==> src/rtl/ocp_consts.svh <==
// Constants of the overcurrent protection block: timing counts and threshold codes.
// Assumes a 50 MHz mclk; included by the package and by the design.
`ifndef OCP_CONSTS_SVH
`define OCP_CONSTS_SVH
// Clock rate in Hz
`define OCP_CLK_HZ 50000000
// Fast delay unit, in ns (3.3 ms)
`define OCP_FAST_UNIT_NS 3300000
// Fast delay unit, in clock cycles
`define OCP_FAST_UNIT_CYC ((`OCP_FAST_UNIT_NS * 50) / 1000)
// Slow delay unit, in ms (1 s)
`define OCP_SLOW_UNIT_MS 1000
// Slow delay unit, in clock cycles
`define OCP_SLOW_UNIT_CYC ((`OCP_SLOW_UNIT_MS * 50000))
// Fixed extra units in the fast trip delay
`define OCP_FAST_BASE 2
// Threshold code meaning: mV = 4 + 2 * code
`define OCP_THR_MIN_MV 4
`define OCP_THR_STEP_MV 2
// Charge threshold code top (124 mV), discharge code top (200 mV)
`define OCP_CHG_THR_MAX 8'h3C
`define OCP_DSG_THR_MAX 8'h62
// Delay setting that switches charge protection off
`define OCP_CHG_DLY_OFF 7'h00
`endif

==> src/rtl/ocp_pkg.sv <==
// Types of the overcurrent protection block.
// Assumes ocp_consts.svh sits beside it.
`include "ocp_consts.svh"
package ocp_pkg;
   // Enable bits of the protections
   typedef struct packed {
      logic charge_switch;
      logic dsg1;
      logic dsg2;
      logic dsg3;
      logic latch;
   } prot_en_s;
   // Alert or status bits of the protections
   typedef struct packed {
      logic charge_switch;
      logic dsg1;
      logic dsg2;
      logic dsg3;
      logic latch;
   } prot_flags_s;
   // Latch protection state
   typedef enum logic [1:0] {LATCH_IDLE, LATCH_TRIPPED} latch_e;
endpackage

==> src/rtl/overcurrent_protection_fsm.sv <==
// Overcurrent protection for the charge and discharge paths of a battery monitor.
// Assumes comparator flags, current measurements and configuration arrive synchronous to mclk.
//
// Contract
// - Charge sense compared with 4-124 mV threshold
// - Charge protection runs only when enabled
// - Charge alert, fault after 3.3ms*(2+setting)
// - Charge delay setting zero disables protection
// - Charge fault: alert clears, status, charge-off alarm
// - Charge recovery by pack delta or current
// - Charge recovery clears status and alarm
// - Two discharge sense thresholds, 4-200 mV
// - Discharge levels 1,2 each own enable
// - Discharge levels 1,2 alert then delayed fault
// - Level 3 alerts on coulomb current below threshold
// - Level 3 fault after 0-255 s
// - Discharge faults drive discharge-off alarm if configured
// - Discharge faults recover on charging current
// - Each discharge fault increments latch counter
// - Latch counter decrements per quiet delay
// - Latch fault when counter exceeds limit
// - Latch alert while counter above zero; code drops it while the latch fault is set
// - Latch protection runs only when enabled
// - Latch recovery: load removal, current, time, command
// - Current recovery needs bit, series, charge on
`timescale 1ns/1ps
`include "ocp_consts.svh"
module overcurrent_protection_fsm
   import ocp_pkg::*;
#(
   parameter int CUR_W = 16,
   parameter int CNT_W = 8,
   parameter int FAST_UNIT = `OCP_FAST_UNIT_CYC,
   parameter int SLOW_UNIT = `OCP_SLOW_UNIT_CYC
) (
   input wire logic mclk,
   input wire logic resetn,
   input wire prot_en_s prot_en,
   input wire logic [7:0] charge_sense_mv,
   input wire logic [7:0] discharge_sense_mv,
   input wire logic [5:0] charge_sense_threshold,
   input wire logic [6:0] discharge_sense_threshold_1,
   input wire logic [6:0] discharge_sense_threshold_2,
   input wire logic [6:0] charge_trip_delay,
   input wire logic [6:0] discharge_trip_delay_1,
   input wire logic [6:0] discharge_trip_delay_2,
   input wire logic [7:0] discharge_trip_delay_3,
   input wire logic signed [CUR_W-1:0] coulomb_counter_current,
   input wire logic signed [CUR_W-1:0] dsg3_threshold,
   input wire logic signed [CUR_W-1:0] chg_recovery_threshold,
   input wire logic signed [CUR_W-1:0] dsg_recovery_threshold,
   input wire logic signed [CUR_W-1:0] latch_recovery_threshold,
   input wire logic [7:0] recovery_time,
   input wire logic [7:0] latch_recovery_time,
   input wire logic [7:0] latch_reset_time,
   input wire logic [7:0] counter_dec_delay,
   input wire logic [CNT_W-1:0] latch_limit,
   input wire logic [CUR_W-1:0] pack_voltage,
   input wire logic [CUR_W-1:0] stack_voltage,
   input wire logic [CUR_W-1:0] pack_tos_delta,
   input wire logic chg_auto_en,
   input wire logic [2:0] dsg_auto_en,
   input wire logic latch_auto_en,
   input wire logic auto_recovery_en,
   input wire logic latch_current_recovery_en,
   input wire logic series_config,
   input wire logic charge_switch_on,
   input wire logic load_removed,
   input wire logic latch_recover_cmd,
   output prot_flags_s alert_q,
   output prot_flags_s status_q,
   output logic charge_off_alarm_q,
   output logic discharge_off_alarm_q,
   output logic [CNT_W-1:0] latch_count_q
);

   // ************************************************************
   // Helpers
   // ************************************************************

   // Threshold code to millivolts
   function automatic logic [8:0] code_mv(input logic [6:0] code);
      code_mv = 9'(`OCP_THR_MIN_MV) + 9'({code, 1'b0});
   endfunction

   // Fast trip delay in units of 3.3 ms
   function automatic logic [7:0] fast_units(input logic [6:0] dly);
      fast_units = 8'(dly) + 8'(`OCP_FAST_BASE);
   endfunction

   // ************************************************************
   // Timebases
   // ************************************************************

   logic [31:0] fast_div_q;
   logic [31:0] slow_div_q;
   logic fast_tick;
   logic slow_tick;
   assign fast_tick = (fast_div_q == 32'(FAST_UNIT - 1));
   assign slow_tick = (slow_div_q == 32'(SLOW_UNIT - 1));

   // Free-running dividers for the 3.3 ms and 1 s ticks
   always_ff @(posedge mclk or negedge resetn) begin
      if (!resetn) begin
         fast_div_q <= 32'h0;
         slow_div_q <= 32'h0;
      end else begin
         fast_div_q <= fast_tick ? 32'h0 : fast_div_q + 32'h1;
         slow_div_q <= slow_tick ? 32'h0 : slow_div_q + 32'h1;
      end
   end

   // ************************************************************
   // Detection
   // ************************************************************

   logic chg_on;
   logic chg_det;
   logic dsg1_det;
   logic dsg2_det;
   logic dsg3_det;
   logic chg_rec_cond;
   logic dsg_rec_cond;
   logic latch_cur_cond;

   // Comparator decisions and recovery conditions
   assign chg_on = prot_en.charge_switch && (charge_trip_delay != `OCP_CHG_DLY_OFF);
   assign chg_det = chg_on && ({1'b0, charge_sense_mv} > code_mv({1'b0, charge_sense_threshold}));
   assign dsg1_det = prot_en.dsg1 && ({1'b0, discharge_sense_mv} > code_mv(discharge_sense_threshold_1));
   assign dsg2_det = prot_en.dsg2 && ({1'b0, discharge_sense_mv} > code_mv(discharge_sense_threshold_2));
   assign dsg3_det = prot_en.dsg3 && (coulomb_counter_current < dsg3_threshold);
   assign chg_rec_cond = (({1'b0, pack_voltage} + {1'b0, pack_tos_delta}) <= {1'b0, stack_voltage})
                         || (coulomb_counter_current <= chg_recovery_threshold);
   assign dsg_rec_cond = coulomb_counter_current >= dsg_recovery_threshold;
   assign latch_cur_cond = latch_current_recovery_en && series_config && charge_switch_on
                           && (coulomb_counter_current >= latch_recovery_threshold);

   // ************************************************************
   // Persistence timers
   // ************************************************************

   logic [7:0] chg_t_q, dsg1_t_q, dsg2_t_q, dsg3_t_q, chg_rt_q, dsg_rt_q, lat_rt_q;
   logic chg_trip, dsg1_trip, dsg2_trip, dsg3_trip, chg_rec, dsg_rec;
   logic [2:0] dsg_trip;
   logic dsg_any;
   assign chg_trip = chg_det && !status_q.charge_switch && fast_tick && (chg_t_q + 8'h1 >= fast_units(charge_trip_delay));
   assign dsg1_trip = dsg1_det && !status_q.dsg1 && fast_tick
                      && (dsg1_t_q + 8'h1 >= fast_units(discharge_trip_delay_1));
   assign dsg2_trip = dsg2_det && !status_q.dsg2 && fast_tick
                      && (dsg2_t_q + 8'h1 >= fast_units(discharge_trip_delay_2));
   assign dsg3_trip = dsg3_det && !status_q.dsg3 && (slow_tick || discharge_trip_delay_3 == 8'h0)
                      && (dsg3_t_q + 8'h1 >= discharge_trip_delay_3);
   assign chg_rec = status_q.charge_switch && auto_recovery_en && chg_rec_cond && slow_tick
                    && (chg_rt_q + 8'h1 >= recovery_time);
   assign dsg_any = status_q.dsg1 || status_q.dsg2 || status_q.dsg3;
   assign dsg_rec = dsg_any && dsg_rec_cond && slow_tick && (dsg_rt_q + 8'h1 >= recovery_time);
   assign dsg_trip = {dsg3_trip, dsg2_trip, dsg1_trip};

   // Count ticks while each condition holds; a break restarts the count
   always_ff @(posedge mclk or negedge resetn) begin
      if (!resetn) begin
         chg_t_q <= 8'h0;
         dsg1_t_q <= 8'h0;
         dsg2_t_q <= 8'h0;
         dsg3_t_q <= 8'h0;
      end else begin
         chg_t_q <= (!chg_det || status_q.charge_switch) ? 8'h0 : (fast_tick ? chg_t_q + 8'h1 : chg_t_q);
         dsg1_t_q <= (!dsg1_det || status_q.dsg1) ? 8'h0 : (fast_tick ? dsg1_t_q + 8'h1 : dsg1_t_q);
         dsg2_t_q <= (!dsg2_det || status_q.dsg2) ? 8'h0 : (fast_tick ? dsg2_t_q + 8'h1 : dsg2_t_q);
         dsg3_t_q <= (!dsg3_det || status_q.dsg3) ? 8'h0 : (slow_tick ? dsg3_t_q + 8'h1 : dsg3_t_q);
      end
   end

   // Recovery timers, in seconds
   always_ff @(posedge mclk or negedge resetn) begin
      if (!resetn) begin
         chg_rt_q <= 8'h0;
         dsg_rt_q <= 8'h0;
      end else begin
         chg_rt_q <= (!status_q.charge_switch || !chg_rec_cond) ? 8'h0 : (slow_tick ? chg_rt_q + 8'h1 : chg_rt_q);
         dsg_rt_q <= (!dsg_any || !dsg_rec_cond) ? 8'h0 : (slow_tick ? dsg_rt_q + 8'h1 : dsg_rt_q);
      end
   end

   // ************************************************************
   // Alerts and faults of the single levels
   // ************************************************************

   // Alerts follow detection and drop when the fault is raised
   always_ff @(posedge mclk or negedge resetn) begin
      if (!resetn) begin
         alert_q.charge_switch <= 1'b0;
         alert_q.dsg1 <= 1'b0;
         alert_q.dsg2 <= 1'b0;
         alert_q.dsg3 <= 1'b0;
      end else begin
         alert_q.charge_switch <= chg_det && !chg_trip && !status_q.charge_switch;
         alert_q.dsg1 <= dsg1_det && !dsg1_trip && !status_q.dsg1;
         alert_q.dsg2 <= dsg2_det && !dsg2_trip && !status_q.dsg2;
         alert_q.dsg3 <= dsg3_det && !dsg3_trip && !status_q.dsg3;
      end
   end

   // Fault status bits: trip sets, recovery or disable clears
   always_ff @(posedge mclk or negedge resetn) begin
      if (!resetn) begin
         status_q.charge_switch <= 1'b0;
         status_q.dsg1 <= 1'b0;
         status_q.dsg2 <= 1'b0;
         status_q.dsg3 <= 1'b0;
      end else begin
         status_q.charge_switch <= chg_on && (chg_trip || (status_q.charge_switch && !chg_rec));
         status_q.dsg1 <= prot_en.dsg1 && (dsg1_trip || (status_q.dsg1 && !dsg_rec));
         status_q.dsg2 <= prot_en.dsg2 && (dsg2_trip || (status_q.dsg2 && !dsg_rec));
         status_q.dsg3 <= prot_en.dsg3 && (dsg3_trip || (status_q.dsg3 && !dsg_rec));
      end
   end

   // ************************************************************
   // Discharge latch
   // ************************************************************

   latch_e latch_st_q;
   logic [7:0] dec_t_q;
   logic [7:0] lat_t_q;
   logic lat_cur_rec;
   logic lat_time_rec;
   logic lat_release;
   logic lat_trip;
   logic [CNT_W-1:0] trip_sum;
   assign trip_sum = CNT_W'(dsg1_trip) + CNT_W'(dsg2_trip) + CNT_W'(dsg3_trip); // Units from this cycle's trips
   assign lat_cur_rec = latch_cur_cond && slow_tick && (lat_rt_q + 8'h1 >= latch_recovery_time);
   assign lat_time_rec = slow_tick && (lat_t_q + 8'h1 >= latch_reset_time);
   assign lat_release = (latch_st_q == LATCH_TRIPPED)
                        && (load_removed || lat_cur_rec || lat_time_rec || latch_recover_cmd);
   assign lat_trip = prot_en.latch && (latch_st_q == LATCH_IDLE) && (latch_count_q > latch_limit);

   // Latch counter: up on each fault, down per quiet delay, cleared on release
   always_ff @(posedge mclk or negedge resetn) begin
      if (!resetn) begin
         latch_count_q <= '0;
         dec_t_q <= 8'h0;
      end else if (!prot_en.latch || lat_release) begin
         // A trip landing in the release cycle still counts
         latch_count_q <= prot_en.latch ? trip_sum : '0;
         dec_t_q <= 8'h0;
      end else if (|dsg_trip) begin
         latch_count_q <= latch_count_q + trip_sum;
         dec_t_q <= 8'h0;
      end else if (!dsg_any && latch_count_q != '0 && latch_st_q == LATCH_IDLE && slow_tick) begin
         if (dec_t_q + 8'h1 >= counter_dec_delay) begin
            latch_count_q <= latch_count_q - CNT_W'(1);
            dec_t_q <= 8'h0;
         end else begin
            dec_t_q <= dec_t_q + 8'h1;
         end
      end
   end

   // Latch state and its recovery timers
   always_ff @(posedge mclk or negedge resetn) begin
      if (!resetn) begin
         latch_st_q <= LATCH_IDLE;
         lat_t_q <= 8'h0;
         lat_rt_q <= 8'h0;
      end else begin
         case (latch_st_q)
            LATCH_IDLE: begin
               if (lat_trip) begin
                  latch_st_q <= LATCH_TRIPPED;
               end
               lat_t_q <= 8'h0;
               lat_rt_q <= 8'h0;
            end
            LATCH_TRIPPED: begin
               if (!prot_en.latch || lat_release) begin
                  latch_st_q <= LATCH_IDLE;
                  lat_t_q <= 8'h0;
                  lat_rt_q <= 8'h0;
               end else begin
                  lat_t_q <= slow_tick ? lat_t_q + 8'h1 : lat_t_q;
                  lat_rt_q <= !latch_cur_cond ? 8'h0 : (slow_tick ? lat_rt_q + 8'h1 : lat_rt_q);
               end
            end
            default: latch_st_q <= LATCH_IDLE;
         endcase
      end
   end

   // Latch alert and status flags
   always_ff @(posedge mclk or negedge resetn) begin
      if (!resetn) begin
         alert_q.latch <= 1'b0;
         status_q.latch <= 1'b0;
      end else begin
         alert_q.latch <= prot_en.latch && (latch_count_q != '0) && !lat_trip
                          && latch_st_q == LATCH_IDLE;
         status_q.latch <= prot_en.latch && (lat_trip || (latch_st_q == LATCH_TRIPPED && !lat_release));
      end
   end

   // ************************************************************
   // Switch-off alarms
   // ************************************************************

   logic dsg_hold;
   assign dsg_hold = (status_q.dsg1 && dsg_auto_en[0]) || (status_q.dsg2 && dsg_auto_en[1])
                     || (status_q.dsg3 && dsg_auto_en[2]);

   // Alarms follow configured faults; trips win over recovery
   always_ff @(posedge mclk or negedge resetn) begin
      if (!resetn) begin
         charge_off_alarm_q <= 1'b0;
         discharge_off_alarm_q <= 1'b0;
      end else begin
         charge_off_alarm_q <= chg_auto_en && chg_on && (chg_trip || (status_q.charge_switch && !chg_rec));
         // Level recovery must not drop the alarm while the latch still holds it
         discharge_off_alarm_q <= |(dsg_trip & dsg_auto_en) || (lat_trip && latch_auto_en)
                                  || (dsg_hold && !dsg_rec)
                                  || (prot_en.latch && status_q.latch && latch_auto_en && !lat_release);
      end
   end

endmodule

==> config.mk <==
export PLATFORM = sky130hd
export DESIGN_NAME = overcurrent_protection_fsm
export DESIGN_NICKNAME = d
export VERILOG_FILES = /design/src/rtl/ocp_pkg.sv /design/src/rtl/overcurrent_protection_fsm.sv
export VERILOG_INCLUDE_DIRS = /design/src /design/src/rtl
export SDC_FILE = /design/constraint.sdc
export NUM_CORES = 1
export LEC_CHECK = 0
export ABC_AREA = 1
export BUFFER_PORTS_ARGS = -buffer_cell sky130_fd_sc_hd__buf_2
export CORE_UTILIZATION = 62
export CTS_BUF_LIST = sky130_fd_sc_hd__clkbuf_4 sky130_fd_sc_hd__clkbuf_8 sky130_fd_sc_hd__clkbuf_16
export CTS_CLUSTER_DIAMETER = 60
export CTS_CLUSTER_SIZE = 24
export DETAILED_ROUTE_END_ITERATION = 7
export PLACE_DENSITY = 0.88
export SKIP_LAST_GASP = 1
export SYNTH_ARGS = -nofsm -noshare
export SYNTH_HDL_FRONTEND = slang
export SYNTH_SLANG_ARGS = --single-unit
==> constraint.sdc <==
create_clock -name mclk -period 8 [get_ports mclk]
set_input_delay 1.6 -clock mclk [delete_from_list [all_inputs] [get_ports mclk]]
set_output_delay 1.6 -clock mclk [all_outputs]
set_load 0.005 [all_outputs]
* Yosys cells after proc, flatten, opt, wreduce, memory -nomap -nowiden
Cells that the tools add are included.
** Word-level totals
- Bits in registers :: 158
- Output and inout port bits :: 20
- Logic and storage cells :: 236
** Cells by class
- Add/sub/neg operators :: 22
- Magnitude comparators :: 18
- Equal/unequal tests :: 7
- Mux-type cells :: 33
- Bitwise gates (word level) :: 1
- Reduce and logical (&&, ||, !) cells :: 130
** Operators by type and width (count)
- $mux W8 :: 25
- $add A8 B1 Y8 const B :: 9
- $ge A8 B8 Y1 :: 9
- $logic_and A1 B1 Y1 :: 67
- $add A32 B1 Y32 const B :: 2
- $mux W32 :: 2
- $eq A32 B18 Y1 const B :: 1
- $eq A32 B26 Y1 const B :: 1
- $ge A16 B16 Y1 :: 2
- $pmux W8 S2 :: 2
- $add A7 B2 Y8 const B :: 3
- $logic_or A1 B1 Y1 :: 24
- $logic_not A1 Y1 :: 20
- $add A3 B8 Y9 const A :: 2
- $gt A8 B9 Y1 :: 2
- $add A16 B16 Y17 :: 1
- $le A17 B16 Y1 :: 1
- $gt A8 B8 Y1 :: 2
- $le A16 B16 Y1 :: 1
- $lt A16 B16 Y1 :: 1
- $reduce_bool A2 Y1 :: 7
- $add A3 B7 Y8 const A :: 1
- $add A8 B3 Y8 :: 1
- $logic_not A8 Y1 :: 1
- other kinds (18) :: 24

* Logic depth before layout (Yosys ltp)
Gate-level depths: netlist of the first run.
- Depth in word-level cells :: 13
- Gate-level depth with buffers :: 28
- Mapped depth without buffers :: 28

* Worst setup path after synthesis of the first run
Ideal clock, no wire load.
- Path kind :: in2reg
- From :: in discharge_trip_delay_1[1]
- To :: reg latch_count_q[6]
- Arrival time :: 4959 ps
- Slack :: 2976 ps
- Stages on the path :: 23
- Cells stage by stage :: ha_1 -> nand3_1 -> nand3b_1 -> ha_1 -> nand2_1 -> nor2_1 -> nand4_1 -> nand3_1 -> nand4_1 -> fa_1 -> nand2_1 -> ha_1 -> fa_1 -> a21oi_1 -> nor2_1 -> nor2_1 -> nor2_1 -> o21ai_0 -> nand2_1 -> xnor2_1 -> a21oi_1 -> nand2_1 -> nand2_1
** Between the ends
- Cells in the longest elaborated chain, start to end :: 8
- Elaborated cells on any way between the ends :: 12
- Classes of those cells :: 4 x add/sub; 1 x order compare; 2 x mux; 5 x reduce/logical
** Ends and longest elaborated chain
- from (decl) :: line overcurrent_protection_fsm.sv:45 : input wire logic [6:0] discharge_trip_delay_1,
- $add A7 B2 Y8 (*) :: line overcurrent_protection_fsm.sv:88 : fast_units = 8'(dly) + 8'(`OCP_FAST_BASE);
- $ge A8 B8 Y1 (*) :: line overcurrent_protection_fsm.sv:148 : && (dsg1_t_q + 8'h1 >= fast_units(discharge_trip_delay_1));
- $logic_and A1 B1 Y1 (*) :: line overcurrent_protection_fsm.sv:148
- $add A1 B1 Y2 :: line overcurrent_protection_fsm.sv:231 : assign trip_sum = CNT_W'(dsg1_trip) + CNT_W'(dsg2_trip) + CNT_W'(dsg3_trip);
- $add A2 B1 Y3 :: line overcurrent_protection_fsm.sv:231
- $add A8 B3 Y8 :: line overcurrent_protection_fsm.sv:248 : latch_count_q <= latch_count_q + trip_sum;
- $mux W8 :: line overcurrent_protection_fsm.sv:247 : end else if (|dsg_trip) begin
- $mux W8 :: line overcurrent_protection_fsm.sv:243 : end else if (!prot_en.latch || lat_release) begin
- to (signal assigned) :: line overcurrent_protection_fsm.sv:245 : latch_count_q <= prot_en.latch ? trip_sum : '0;
- to (signal assigned) :: line overcurrent_protection_fsm.sv:248
- to (signal assigned) :: line overcurrent_protection_fsm.sv:252 : latch_count_q <= latch_count_q - CNT_W'(1);
- to (decl) :: line overcurrent_protection_fsm.sv:74 : output logic [CNT_W-1:0] latch_count_q
Every way passes the cells marked *; elsewhere a longest branch is shown, timed or not.
A chain may end at the register's enable or synchronous reset.

* Final worst setup path of the first run
Ends and elaborated chain as after synthesis.

==> summary.md, run 1 <==
| Metric | Value |
|---|---|
| Result of the run | `finished, final reports clean` |
| Most congested layer reported by global routing | `met2` |
| Final routed DRC violation total | `0` |
| Global-route wire length before repair | `62400 um` |
| Residual overflow from global routing | `0` |
| Number of distinct library cells after synthesis | `49` |
| Reg-to-reg startpoint | `fast_div_q[0]$_DFF_PN0_` |
| Yosys top cell area share | `26.4%` |
| Detailed-placement wirelength estimate | `30200 um` |
| Effective utilization at floorplan | `63.4%` |
| DIE HEIGHT | `157 um` |
| Clock tree root driver cell | `sky130_fd_sc_hd__clkbuf_16` |
| Number of DRC markers after the initial detailed-route iteration | `991` |
| Std-Cell Core Area | `0.0235 mm^2` |
| Initial DRT Pass Iterations | `7` |
| Maximum number of pins on one net before global-route repair | `83` |
| TNS Setup | `0 ps` |
| Capturing point of the worst reg2reg path | `latch_count_q[6]$_DFFE_PN0P_` |
| Mux share of post-synthesis cell area | `0%` |
| Final Cycle Share | `67.0%` |
| Largest fanout on the critical path | `4` |
| Main combinational cell family by area after synthesis | `simple AND/OR/NAND/NOR gates` |
| Number of cells traversed by the worst register-to-register path | `22` |
| Largest cells by area after synthesis | `sky130_fd_sc_hd__dfrtp_1 26%, sky130_fd_sc_hd__ha_1 19%, sky130_fd_sc_hd__nand2_1 11%` |
| Number of I/O port buffers | `270` |
| Chip width | `157 um` |
| Worst path setup slack after routing | `2640 ps` |
| Placer Congestion | `0.927` |
| Number of hold buffers added after CTS | `0` |
| Cell type contributing the most total cell area after synthesis | `sky130_fd_sc_hd__dfrtp_1` |
| Worst path arrival time | `5730 ps` |
| Type of the worst min-delay path | `reg2reg` |
| Detailed-route wire length per cell | `14.0 um` |
| Antenna violations before repair | `0` |
| Insertion delay to the later sink of the worst-skew pair | `430 ps` |
| Highest cell delay on the worst timing path | `630 ps` |
| Worst setup SP type | `input port` |
| Yosys reg bits | `157` |
| Met2 global-route usage | `55.3%` |
| Clock net sink count | `157` |
| I/O pins | `271` |
| CP max-delay cell | `sky130_fd_sc_hd__fa_1` |
| Static Leak | `9.82 nW` |
| Transition time of the tightest slew-check pin | `1040 ps` |
| Worst Path Class, Setup | `in2reg` |
| Yosys warning count | `0` |
| Startpoint of the tightest hold check path | `slow_div_q[0]$_DFF_PN0_` |
| Cell-by-cell trace of the critical path | `buf_2 -> ha_1 -> nand3_1 -> nand3b_1 -> ha_1 -> nand2_1 -> nor2_1 -> nand4_1 -> nand3_1 -> nand4_1 -> fa_1 -> nand2_1 -> ha_1 -> fa_1 -> a21oi_1 -> nor2_1 -> nor2_1 -> nor2_1 -> o21ai_0 -> nand2_1 -> xnor2_1 -> a21oi_1 -> nand2_1 -> nand2_1` |
| Max Slew Vio Count | `0` |
| Achievable frequency | `187 MHz` |
| Cell count after synthesis | `2074` |
| Syn Area/Cell | `7.17 um^2` |
| Total number of H-tree levels | `4` |
| Detail-routed via count per cell | `5.51` |
| Fraction of layout cells with a size suffix above 1 | `14.0%` |
| GRT Util Overall | `31.2%` |
| Count of instances resized after the clock tree is built | `0` |
| Number of standard-cell rows in the floorplan | `56` |
| Kind of capture point of the worst setup path | `flop` |
| Async SR Flop Fraction | `100%` |
| Wire length reported by the detailed router | `37600 um` |
| Reg2reg setup slack | `3230 ps` |
| Relative slew margins | `30.7%` |
| Number of global-route vias before repair | `14300` |
| Total via count after detailed routing | `14800` |
| Power density over the cells | `138 mW/mm^2` |
| TritonCTS clock tree | `yes` |
| Post-place setup slack | `2240 ps` |
| Number of antenna cells inserted | `0` |
| Final setup skew | `11.4 ps` |
| Sequential fraction of the synthesis area | `26.4%` |
| Compound-cell area share of the yosys netlist | `10.0%` |
| Number of nets in the layout | `2824` |
| Routed Antenna Nets | `0` |
| Syn-to-layout area delta | `15.5%` |
| Netlist area before placement | `0.0149 mm^2` |
| Most used DFF post-synth | `sky130_fd_sc_hd__dfrtp_1` |
| Die ar. | `0.0246 mm^2` |
| Number of enable flip-flop cells after synthesis | `0` |
| Cts bufs inserted | `17` |
| Clock transition at the registers of the reported paths | `60 ps` |
| Endpoints failing setup | `0` |
| Synth Area in Simple Gates | `27.0%` |
| RSZ-0062 raised after global routing | `no` |
| CP startpoint | `discharge_trip_delay_1[1]` |
| Max-cap viol count | `0` |
| Fin crit period | `5360 ps` |
| Endpoints failing hold | `0` |
| Capturing element of the worst setup path | `latch_count_q[6]$_DFFE_PN0P_` |
| Net count after synthesis | `2548` |
| Maximum buffer depth of the clock tree | `2` |
| Max rail drop VDD | `0.157 mV` |
| Met1 Resource Use GR | `37.3%` |
| Arithmetic-cell share of the synthesized area counting full adders, half adders and majority gates | `18.9%` |
| Most frequent CP cell | `sky130_fd_sc_hd__nand2_1` |
| Global-route met3 utilization | `5.01%` |
| Xor and xnor area share after synthesis | `6.89%` |
| Data required time at the worst endpoint | `8370 ps` |
| # Post-CTS Setup Buffers | `0` |
==> layout make-up <==
cell class	instances	area, um^2
Tap cell	319	399
Clock buffer	22	482
Sequential cell	157	3930
Clock inverter	10	138
Inverter	403	1510
Multi-Input combinational cell	1500	9350
Fill cell	1866	6300
Timing Repair Buffer	271	1370
==> worst max-delay path, delay by kind of cell <==
| kind | cells | cell delay [ps] |
|---|---|---|
| fa+ha+maj | 5 | 1790 |
| simple gates | 14 | 1630 |
| compound gates | 3 | 440 |
| xor+xnor | 1 | 130 |
| buf+inv | 1 | 120 |
==> per-layer routing <==
| layer | routed length (um) | vias up | part of all wire, % |
|---|---|---|---|
| met1 | 15800 | 6845 | 42 |
| li1 | - | 7327 | - |
| met5 | 0 | - | 0 |
| met2 | 18600 | 492 | 49 |
| met4 | 1320 | 0 | 3.5 |
| met3 | 1880 | 116 | 5.0 |
==> cell usage in the layout, fill, tap and decap left out, drive strengths merged, types with 22 or more instances in the layout <==
master and instances:
nor2 188, dfrtp 157, clkbuf 22, nand3 87
xor2 96, nor3 58, o21ai 63, nand4 69
nor4 26, nand2 436, ha 220, inv 397
buf 271, a21oi 144
==> Yosys cell counts (3+ instances only) <==
| library cell | n |
|---|---|
| sky130_fd_sc_hd__nand2_1 | 429 |
| sky130_fd_sc_hd__inv_1 | 395 |
| sky130_fd_sc_hd__ha_1 | 220 |
| sky130_fd_sc_hd__nor2_1 | 184 |
| sky130_fd_sc_hd__dfrtp_1 | 157 |
| sky130_fd_sc_hd__a21oi_1 | 144 |
| sky130_fd_sc_hd__xor2_1 | 96 |
| sky130_fd_sc_hd__nand3_1 | 84 |
| sky130_fd_sc_hd__nand4_1 | 67 |
| sky130_fd_sc_hd__o21ai_0 | 63 |
| sky130_fd_sc_hd__nor3_1 | 54 |
| sky130_fd_sc_hd__nor4_1 | 26 |
| sky130_fd_sc_hd__nand3b_1 | 21 |
| sky130_fd_sc_hd__xnor2_1 | 21 |
| sky130_fd_sc_hd__o2111ai_1 | 13 |
| sky130_fd_sc_hd__a22o_1 | 10 |
| sky130_fd_sc_hd__o21bai_1 | 7 |
| sky130_fd_sc_hd__buf_2 | 6 |
| sky130_fd_sc_hd__clkinv_1 | 5 |
| sky130_fd_sc_hd__nand2_2 | 5 |
| sky130_fd_sc_hd__o211ai_1 | 5 |
| sky130_fd_sc_hd__a21boi_0 | 4 |
| sky130_fd_sc_hd__a31oi_1 | 4 |
| sky130_fd_sc_hd__and3_1 | 4 |
| sky130_fd_sc_hd__clkbuf_1 | 4 |
| sky130_fd_sc_hd__nor3_2 | 4 |
| sky130_fd_sc_hd__o21a_1 | 4 |
| sky130_fd_sc_hd__fa_1 | 3 |
| sky130_fd_sc_hd__nand3_2 | 3 |
| sky130_fd_sc_hd__nor2_4 | 3 |
| sky130_fd_sc_hd__nor3b_1 | 3 |
==> registers in the layout, indices dropped and copies added (netlist names) <==
signal	flops
dsg_rt_q	8
charge_off_alarm_q	1
latch_st_q	1
dec_t_q	8
status_q	5
slow_div_q	32
fast_div_q	32
dsg3_t_q	8
chg_rt_q	8
discharge_off_alarm_q	1
dsg1_t_q	8
lat_t_q	8
chg_t_q	8
alert_q	5
latch_count_q	8
lat_rt_q	8
dsg2_t_q	8
==> cells by family (layout without fill, tap and decap cells) <==
kind of cell	after synthesis	after routing
flip-flops	157	157
AO/OA/AOI/OAI	262	262
adder cells (fa/ha/maj)	223	223
buffers and inverters	417	706
XOR/XNOR	117	117
AND/OR/NAND/NOR	898	898
==> worst min-delay path by stage <==
stage                                          to  slack, ps  depth (start not counted)
final                     slow_div_q[0]$_DFF_PN0_        470                          1
after global routing      slow_div_q[0]$_DFF_PN0_        490                          1
after CTS                 slow_div_q[0]$_DFF_PN0_        460                          1
after detailed placement  slow_div_q[0]$_DFF_PN0_        450                          1
after global placement    slow_div_q[0]$_DFF_PN0_        450                          1
after floorplan           slow_div_q[0]$_DFF_PN0_        430                          1
==> power by group <==
group | total [mW] | switching [mW] | internal, mW
logic | 0.660 | 0.384 | 0.276
registers | 0.860 | 0.0395 | 0.821
clock network | 0.844 | 0.322 | 0.522
==> per-stage QoR <==
stage	power [mW]	util, %	instances	area [um^2]	hold slack [ps]
floorplan	1.29	-	2074	14900	433
global placement	1.48	70.5	2650	16600	445
detailed placement	1.51	70.5	2650	16600	454
CTS	2.36	73.2	2682	17200	462
global route	2.50	73.2	2682	17200	490
finish	2.36	73.2	2682	17200	467
No activity file was read; power rests on OpenSTA's default activity.
==> run 2: changes to the inputs <==
--- a/config.mk
+++ b/config.mk
@@ -6,14 +6,14 @@
 export SDC_FILE = /design/constraint.sdc
 export NUM_CORES = 1
 export LEC_CHECK = 0
-export ABC_AREA = 1
+export ABC_AREA = 0
 export BUFFER_PORTS_ARGS = -buffer_cell sky130_fd_sc_hd__buf_2
-export CORE_UTILIZATION = 62
+export CORE_UTILIZATION = 57
 export CTS_BUF_LIST = sky130_fd_sc_hd__clkbuf_4 sky130_fd_sc_hd__clkbuf_8 sky130_fd_sc_hd__clkbuf_16
 export CTS_CLUSTER_DIAMETER = 60
 export CTS_CLUSTER_SIZE = 24
 export DETAILED_ROUTE_END_ITERATION = 7
-export PLACE_DENSITY = 0.88
+export PLACE_DENSITY = 0.82
 export SKIP_LAST_GASP = 1
 export SYNTH_ARGS = -nofsm -noshare
 export SYNTH_HDL_FRONTEND = slang
==> constraint.sdc (replaced) <==
create_clock -name mclk -period 5.2 [get_ports mclk]
set_input_delay 1.04 -clock mclk [delete_from_list [all_inputs] [get_ports mclk]]
set_output_delay 1.04 -clock mclk [all_outputs]
set_load 0.005 [all_outputs]
==> summary.md, run 2 <==
| Metric | Value |
|---|---|
| Result of the run | `finished, final reports clean` |
| Cell count after synthesis | `1565` |
| RSZ-0062 raised after global routing | `no` |
| Clock transition at the registers of the reported paths | `70 ps` |
| Global-route wire length before repair | `56300 um` |
| Async SR Flop Fraction | `100%` |
| Clock net sink count | `157` |
| Maximum number of pins on one net before global-route repair | `78` |
| Antenna violations before repair | `5` |
| TritonCTS clock tree | `yes` |
| Initial DRT Pass Iterations | `5` |
| Kind of capture point of the worst setup path | `flop` |
| Insertion delay to the later sink of the worst-skew pair | `430 ps` |
| Endpoints failing hold | `0` |
| Number of nets in the layout | `2352` |
| Sequential fraction of the synthesis area | `28.7%` |
| Total number of H-tree levels | `4` |
| Most used standard cells in the synthesized netlist | `220 x sky130_fd_sc_hd__ha_1, 157 x sky130_fd_sc_hd__dfrtp_1, 156 x sky130_fd_sc_hd__nor2_1` |
| Worst Path Class, Setup | `in2reg` |
| Final setup skew | `11.8 ps` |
| CP startpoint | `discharge_sense_threshold_1[2]` |
| Detail-routed via count per cell | `5.57` |
| # Post-CTS Setup Buffers | `0` |
| Total via count after detailed routing | `12300` |
| Std-Cell Core Area | `0.0235 mm^2` |
| Power density over the cells | `189 mW/mm^2` |
| Die ar. | `0.0246 mm^2` |
| Final Cycle Share | `94.1%` |
| DIE HEIGHT | `157 um` |
| Maximum buffer depth of the clock tree | `2` |
| Number of global-route vias before repair | `12300` |
| Yosys reg bits | `157` |
| Total design power | `3.08 mW` |
| Most used DFF post-synth | `sky130_fd_sc_hd__dfrtp_1` |
| Transition time of the tightest slew-check pin | `812 ps` |
| GRT Util Overall | `28.7%` |
| Placer Congestion | `0.934` |
| Residual overflow from global routing | `0` |
| Cts bufs inserted | `17` |
| Effective utilization at floorplan | `58.2%` |
| Cell type contributing the most total cell area after synthesis | `sky130_fd_sc_hd__dfrtp_1` |
| Registers with the most flip-flops | `fast_div_q (32), slow_div_q (32)` |
| Fin crit period | `4890 ps` |
| Clock tree root driver cell | `sky130_fd_sc_hd__clkbuf_16` |
| Largest cells by area after synthesis | `sky130_fd_sc_hd__dfrtp_1 29%, sky130_fd_sc_hd__ha_1 20%, sky130_fd_sc_hd__xnor2_1 6.6%` |
| Startpoint of the tightest hold check path | `fast_div_q[0]$_DFF_PN0_` |
| Chip width | `157 um` |
| Final routed DRC violation total | `0` |
| Achievable frequency | `204 MHz` |
| Reg-to-reg startpoint | `dsg3_t_q[0]$_DFFE_PN0P_` |
| Number of enable flip-flop cells after synthesis | `0` |
| Syn Area/Cell | `8.74 um^2` |
| Relative slew margins | `45.3%` |
| Endpoints failing setup | `0` |
| Detailed-route wire length per cell | `15.5 um` |
| Yosys top cell area share | `28.7%` |
| Yosys warning count | `0` |
| Detailed-placement wirelength estimate | `27700 um` |
| Worst setup SP type | `input port` |
| Data required time at the worst endpoint | `5550 ps` |
| Number of DRC markers after the initial detailed-route iteration | `691` |
| TNS Setup | `0 ps` |
| Fillcell total | `1847` |
| Net count after synthesis | `2039` |
| Worst path arrival time | `5240 ps` |
| Max-cap viol count | `0` |
| Max rail drop VDD | `0.218 mV` |
| Largest fanout on the critical path | `3` |
| Static Leak | `8.62 nW` |
| Most used standard cell by instance count after synthesis | `sky130_fd_sc_hd__ha_1` |
| Wire length reported by the detailed router | `34400 um` |
| Number of standard-cell rows in the floorplan | `56` |
| Number of distinct library cells after synthesis | `72` |
| Max Slew Vio Count | `0` |
| I/O pins | `271` |
| Type of the worst min-delay path | `reg2reg` |
| Number of I/O port buffers | `270` |
| Fraction of layout cells with a size suffix above 1 | `19.3%` |
| Netlist area before placement | `0.0137 mm^2` |
| Core occupancy in the finished layout | `69.5%` |
| Routed Antenna Nets | `0` |
| Most common library cell in the layout ignoring fill and taps | `sky130_fd_sc_hd__buf_2` |
| Syn-to-layout area delta | `19.4%` |
| Most used cells in the layout excluding fill and tap cells | `269 x sky130_fd_sc_hd__buf_2, 220 x sky130_fd_sc_hd__ha_1, 157 x sky130_fd_sc_hd__dfrtp_1, 156 x sky130_fd_sc_hd__nor2_1, 147 x sky130_fd_sc_hd__inv_1` |
-- run 2: cell types whose count changed after synthesis, moves of 36 or more --
cell and change:
sky130_fd_sc_hd__xnor2_1 +82, sky130_fd_sc_hd__nand4_1 -36, sky130_fd_sc_hd__a21oi_1 -95, sky130_fd_sc_hd__inv_1 -248, sky130_fd_sc_hd__nand2_1 -299
-- run 2: final timing paths --
check	end	slack [ps]	cells after the start
hold / removal	fast_div_q[0]$_DFF_PN0_	490	1
hold reg to reg	fast_div_q[0]$_DFF_PN0_	490	1
min in group asynchronous	dsg1_t_q[0]$_DFFE_PN0P_	630	1
setup / recovery	latch_count_q[7]$_DFFE_PN0P_	310	21
max in group asynchronous	slow_div_q[23]$_DFF_PN0_	3530	2
setup reg to reg	latch_count_q[7]$_DFFE_PN0P_	330	22
-- run 2: stage by stage --
stage               area [um^2]  hold WS, ps  setup WS, ps  cells
detailed placement        15700          473          -309   2178
global route              16300          494          6.73   2215
finish                    16300          485           307   2215
CTS                       16300          484           125   2210
global placement          15700          459          -193   2178
floorplan                 13700          443           286   1565
-- run 2: timing repair --
item | in CTS | in global routing
setup endpoints to repair | 1 | 1
gates resized for setup | 1 | 7
hold buffers | 0 | 0
gates cloned | 0 | 0
-- run 2: where the power goes --
part	total [mW]	internal, mW	switching [mW]
Sequential	1.22	1.22	0.00123
Clock	1.26	0.657	0.607
Combinational	0.591	0.276	0.315
-- run 2: logic make-up after synthesis --
logic type	after synthesis	synth area share, %
AND/OR/NAND/NOR	579	21.1
AO/OA/AOI/OAI	233	11.5
adder cells (fa/ha/maj)	223	20.6
XOR/XNOR	199	12.7
buffers and inverters	162	4.49
flip-flops	157	28.7
multiplexers	12	0.879
-- run 2: final cells by class --
cell class,count,area (um^2),area share [%]
multi-input cells,1246,9170,56.2
flip-flops and latches,157,3930,24.1
repair buffers,309,1650,10.1
inverters,147,552,3.38
clock buffers,17,425,2.61
well taps,319,399,2.45
clock inverters,15,189,1.16
diodes,5,12.5,0.0766
-- run 2: worst max-delay path: stages --
cell                        delay, ps
sky130_fd_sc_hd__buf_2            100
sky130_fd_sc_hd__ha_1             200
sky130_fd_sc_hd__nand3_1          100
sky130_fd_sc_hd__xor2_1           150
sky130_fd_sc_hd__ha_1             300
sky130_fd_sc_hd__o21a_1           110
sky130_fd_sc_hd__o22ai_1           80
sky130_fd_sc_hd__a211o_1          290
sky130_fd_sc_hd__nand4bb_1        260
sky130_fd_sc_hd__fa_1             600
sky130_fd_sc_hd__nand2_1           60
sky130_fd_sc_hd__ha_1             200
sky130_fd_sc_hd__a21o_1           180
sky130_fd_sc_hd__a21oi_1          190
sky130_fd_sc_hd__o21ai_1          150
sky130_fd_sc_hd__o41ai_2          260
sky130_fd_sc_hd__buf_4            170
sky130_fd_sc_hd__nand3b_1          60
sky130_fd_sc_hd__or3_1            350
sky130_fd_sc_hd__o221ai_2         170
sky130_fd_sc_hd__mux2i_1          210
-- run 2: per-layer routing --
metal / global-route usage, % / up-vias / share of wire (%)
li1: - / 6108 / -
met1: 35.1 / 5849 / 44
met2: 50.5 / 325 / 49
met3: 4.49 / 56 / 4.9
met4: 10.9 / 0 / 2.9
met5: 0 / - / 0
==> run 3: changes to the inputs <==
--- a/config.mk
+++ b/config.mk
@@ -8,12 +8,14 @@
 export LEC_CHECK = 0
 export ABC_AREA = 0
 export BUFFER_PORTS_ARGS = -buffer_cell sky130_fd_sc_hd__buf_2
-export CORE_UTILIZATION = 57
+export CELL_PAD_IN_SITES_DETAIL_PLACEMENT = 1
+export CELL_PAD_IN_SITES_GLOBAL_PLACEMENT = 2
+export CORE_UTILIZATION = 34
 export CTS_BUF_LIST = sky130_fd_sc_hd__clkbuf_4 sky130_fd_sc_hd__clkbuf_8 sky130_fd_sc_hd__clkbuf_16
 export CTS_CLUSTER_DIAMETER = 60
 export CTS_CLUSTER_SIZE = 24
 export DETAILED_ROUTE_END_ITERATION = 7
-export PLACE_DENSITY = 0.82
+export PLACE_DENSITY_LB_ADDON = 0.1
 export SKIP_LAST_GASP = 1
 export SYNTH_ARGS = -nofsm -noshare
 export SYNTH_HDL_FRONTEND = slang
==> summary.md, run 3 (synthesis gave the netlist of run 2 again) <==
| Metric | Value |
|---|---|
| Initial DRT Pass Iterations | `4` |
| Max-cap viol count | `0` |
| Power density over the cells | `198 mW/mm^2` |
| Maximum number of pins on one net before global-route repair | `90` |
| Worst setup SP type | `input port` |
| Final routed DRC violation total | `0` |
| Type of the worst min-delay path | `reg2reg` |
| Routed Antenna Nets | `0` |
| Detail-routed via count per cell | `4.99` |
| TritonCTS clock tree | `yes` |
| Total number of H-tree levels | `4` |
| Maximum buffer depth of the clock tree | `2` |
| Post-place setup slack | `-238 ps` |
| Achievable frequency | `202 MHz` |
| Non-filler cells in the finished layout | `2437` |
| Antenna violations before repair | `0` |
| Number of global-route vias before repair | `12800` |
| Final Cycle Share | `95.2%` |
| Final Cell Area | `0.0168 mm^2` |
| Syn-to-layout area delta | `23.0%` |
| Wire length reported by the detailed router | `40400 um` |
| Worst Path Class, Setup | `in2reg` |
| Total design power | `3.33 mW` |
| Clock net sink count | `157` |
| TNS Setup | `0 ps` |
| Insertion delay to the later sink of the worst-skew pair | `430 ps` |
| Placer Congestion | `0.794` |
| Endpoints failing hold | `0` |
| Largest fanout on the critical path | `2` |
| Std-Cell Core Area | `0.0397 mm^2` |
| Global-route wire length before repair | `66100 um` |
| Worst path arrival time | `5300 ps` |
| P_sw | `0.861 mW` |
| Sequential cell fraction of total power | `36.8%` |
| Number of placed instances, taps included | `2404` |
| I/O pins | `271` |
| Effective utilization at floorplan | `34.4%` |
| DIE HEIGHT | `203 um` |
| Final setup skew | `10.6 ps` |
| Kind of capture point of the worst setup path | `flop` |
| Result of the run | `finished, final reports clean` |
| Relative slew margins | `39.2%` |
| Core occupancy in the finished layout | `42.3%` |
| Fin crit period | `4950 ps` |
| Int Power | `2.47 mW` |
| Fraction of layout cells with a size suffix above 1 | `20.3%` |
| Clock tree root driver cell | `sky130_fd_sc_hd__clkbuf_16` |
| Static Leak | `8.75 nW` |
| Clock transition at the registers of the reported paths | `60 ps` |
| Endpoints failing setup | `0` |
| Switching part of the total | `25.9%` |
| Max Slew Vio Count | `0` |
| Chip width | `203 um` |
| Transition time of the tightest slew-check pin | `912 ps` |
| Total via count after detailed routing | `12200` |
| Most common library cell in the layout ignoring fill and taps | `sky130_fd_sc_hd__buf_2` |
| Number of nets in the layout | `2372` |
| Number of hold buffers added after CTS | `0` |
| Cts bufs inserted | `17` |
| Number of standard-cell rows in the floorplan | `73` |
| GRT Util Overall | `20.0%` |
| Detailed-route wire length per cell | `16.6 um` |
| Clock share of power | `44.6%` |
| Final worst hold slack | `476 ps` |
| Number of I/O port buffers | `270` |
| Placed Area | `0.0161 mm^2` |
| # Post-CTS Setup Buffers | `0` |
| Residual overflow from global routing | `0` |
| Data required time at the worst endpoint | `5550 ps` |
| Max rail drop VDD | `0.166 mV` |
| Detailed-placement wirelength estimate | `33300 um` |
| Number of DRC markers after the initial detailed-route iteration | `399` |
| Registers with the most flip-flops | `fast_div_q (32), slow_div_q (32)` |
| Worst path setup slack after routing | `251 ps` |
| Die ar. | `0.0410 mm^2` |
| Power share of the combinational group | `18.6%` |
| Most used cells in the layout excluding fill and tap cells | `269 x sky130_fd_sc_hd__buf_2, 220 x sky130_fd_sc_hd__ha_1, 157 x sky130_fd_sc_hd__dfrtp_1, 155 x sky130_fd_sc_hd__nor2_1, 147 x sky130_fd_sc_hd__inv_1` |
run 3: changes by cell type in the layout (fill, tap and decap cells not counted), sizes merged:
cell / delta
clkinvlp: +2
bufinv: +7
diode: -4
clkinv: -3
clkbuf: +1
inv: -7
buf: +20
run 3: layer usage:
layer | up-vias | track usage (%) | part of all wire (%)
met5 | - | 0 | 0
li1 | 6124 | - | -
met3 | 23 | 2.15 | 2.5
met1 | 5826 | 27.4 | 49
met4 | 0 | 3.81 | 1.0
met2 | 196 | 34.1 | 47
run 3: critical path, stage by stage:
cell,delay (ps)
sky130_fd_sc_hd__buf_2,110
sky130_fd_sc_hd__ha_1,300
sky130_fd_sc_hd__a2111oi_2,320
sky130_fd_sc_hd__buf_4,180
sky130_fd_sc_hd__o311ai_0,130
sky130_fd_sc_hd__buf_4,190
sky130_fd_sc_hd__a21oi_1,190
sky130_fd_sc_hd__a2bb2oi_2,120
sky130_fd_sc_hd__nor2_2,150
sky130_fd_sc_hd__inv_1,70
sky130_fd_sc_hd__fa_1,500
sky130_fd_sc_hd__nand2_1,60
sky130_fd_sc_hd__ha_1,200
sky130_fd_sc_hd__a21o_1,190
sky130_fd_sc_hd__a21oi_2,150
sky130_fd_sc_hd__o21ai_1,130
sky130_fd_sc_hd__o41ai_2,320
sky130_fd_sc_hd__buf_4,170
sky130_fd_sc_hd__nand3b_1,60
sky130_fd_sc_hd__or3_1,340
sky130_fd_sc_hd__o221ai_2,170
sky130_fd_sc_hd__mux2i_1,200
run 3: timing repair:
action | in CTS | in global routing
setup endpoints to repair | 0 | 1
endpoints found under the hold margin | 0 | 0
resized for setup | 0 | 10
run 3: final cells by class:
| cell class | count | area (um^2) |
|---|---|---|
| clock buffer | 18 | 433 |
| sequential | 157 | 3930 |
| timing repair buffer | 329 | 1800 |
| inverter | 147 | 552 |
| fill | 4813 | 22900 |
| multi-input combinational | 1246 | 9180 |
| antenna | 1 | 2.50 |
| clock inverter | 14 | 265 |
| tap | 525 | 657 |
run 3: power groups by stage:
stage | clock (mW) | combinational (mW) | sequential (mW)
6_report | 1.49 | 0.618 | 1.23
5_1_grt | 1.57 | 0.709 | 1.23
4_1_cts | 1.52 | 0.626 | 1.23
2_1_floorplan | 0 | 0.333 | 1.25
3_5_place_dp | 0 | 0.621 | 1.25
3_3_place_gp | 0 | 0.606 | 1.25
run 3: final timing paths:
check	start	end	slack, ps	depth (start not counted)
setup reg to reg	dsg2_t_q[0]$_DFFE_PN0P_	latch_count_q[7]$_DFFE_PN0P_	310	22
hold / removal	fast_div_q[31]$_DFF_PN0_	fast_div_q[31]$_DFF_PN0_	480	1
min in group asynchronous	resetn	chg_t_q[0]$_DFFE_PN0P_	660	1
hold reg to reg	fast_div_q[31]$_DFF_PN0_	fast_div_q[31]$_DFF_PN0_	480	1
max in group asynchronous	resetn	dsg1_t_q[3]$_DFFE_PN0P_	3490	2
setup / recovery	coulomb_counter_current[1]	latch_count_q[7]$_DFFE_PN0P_	250	22
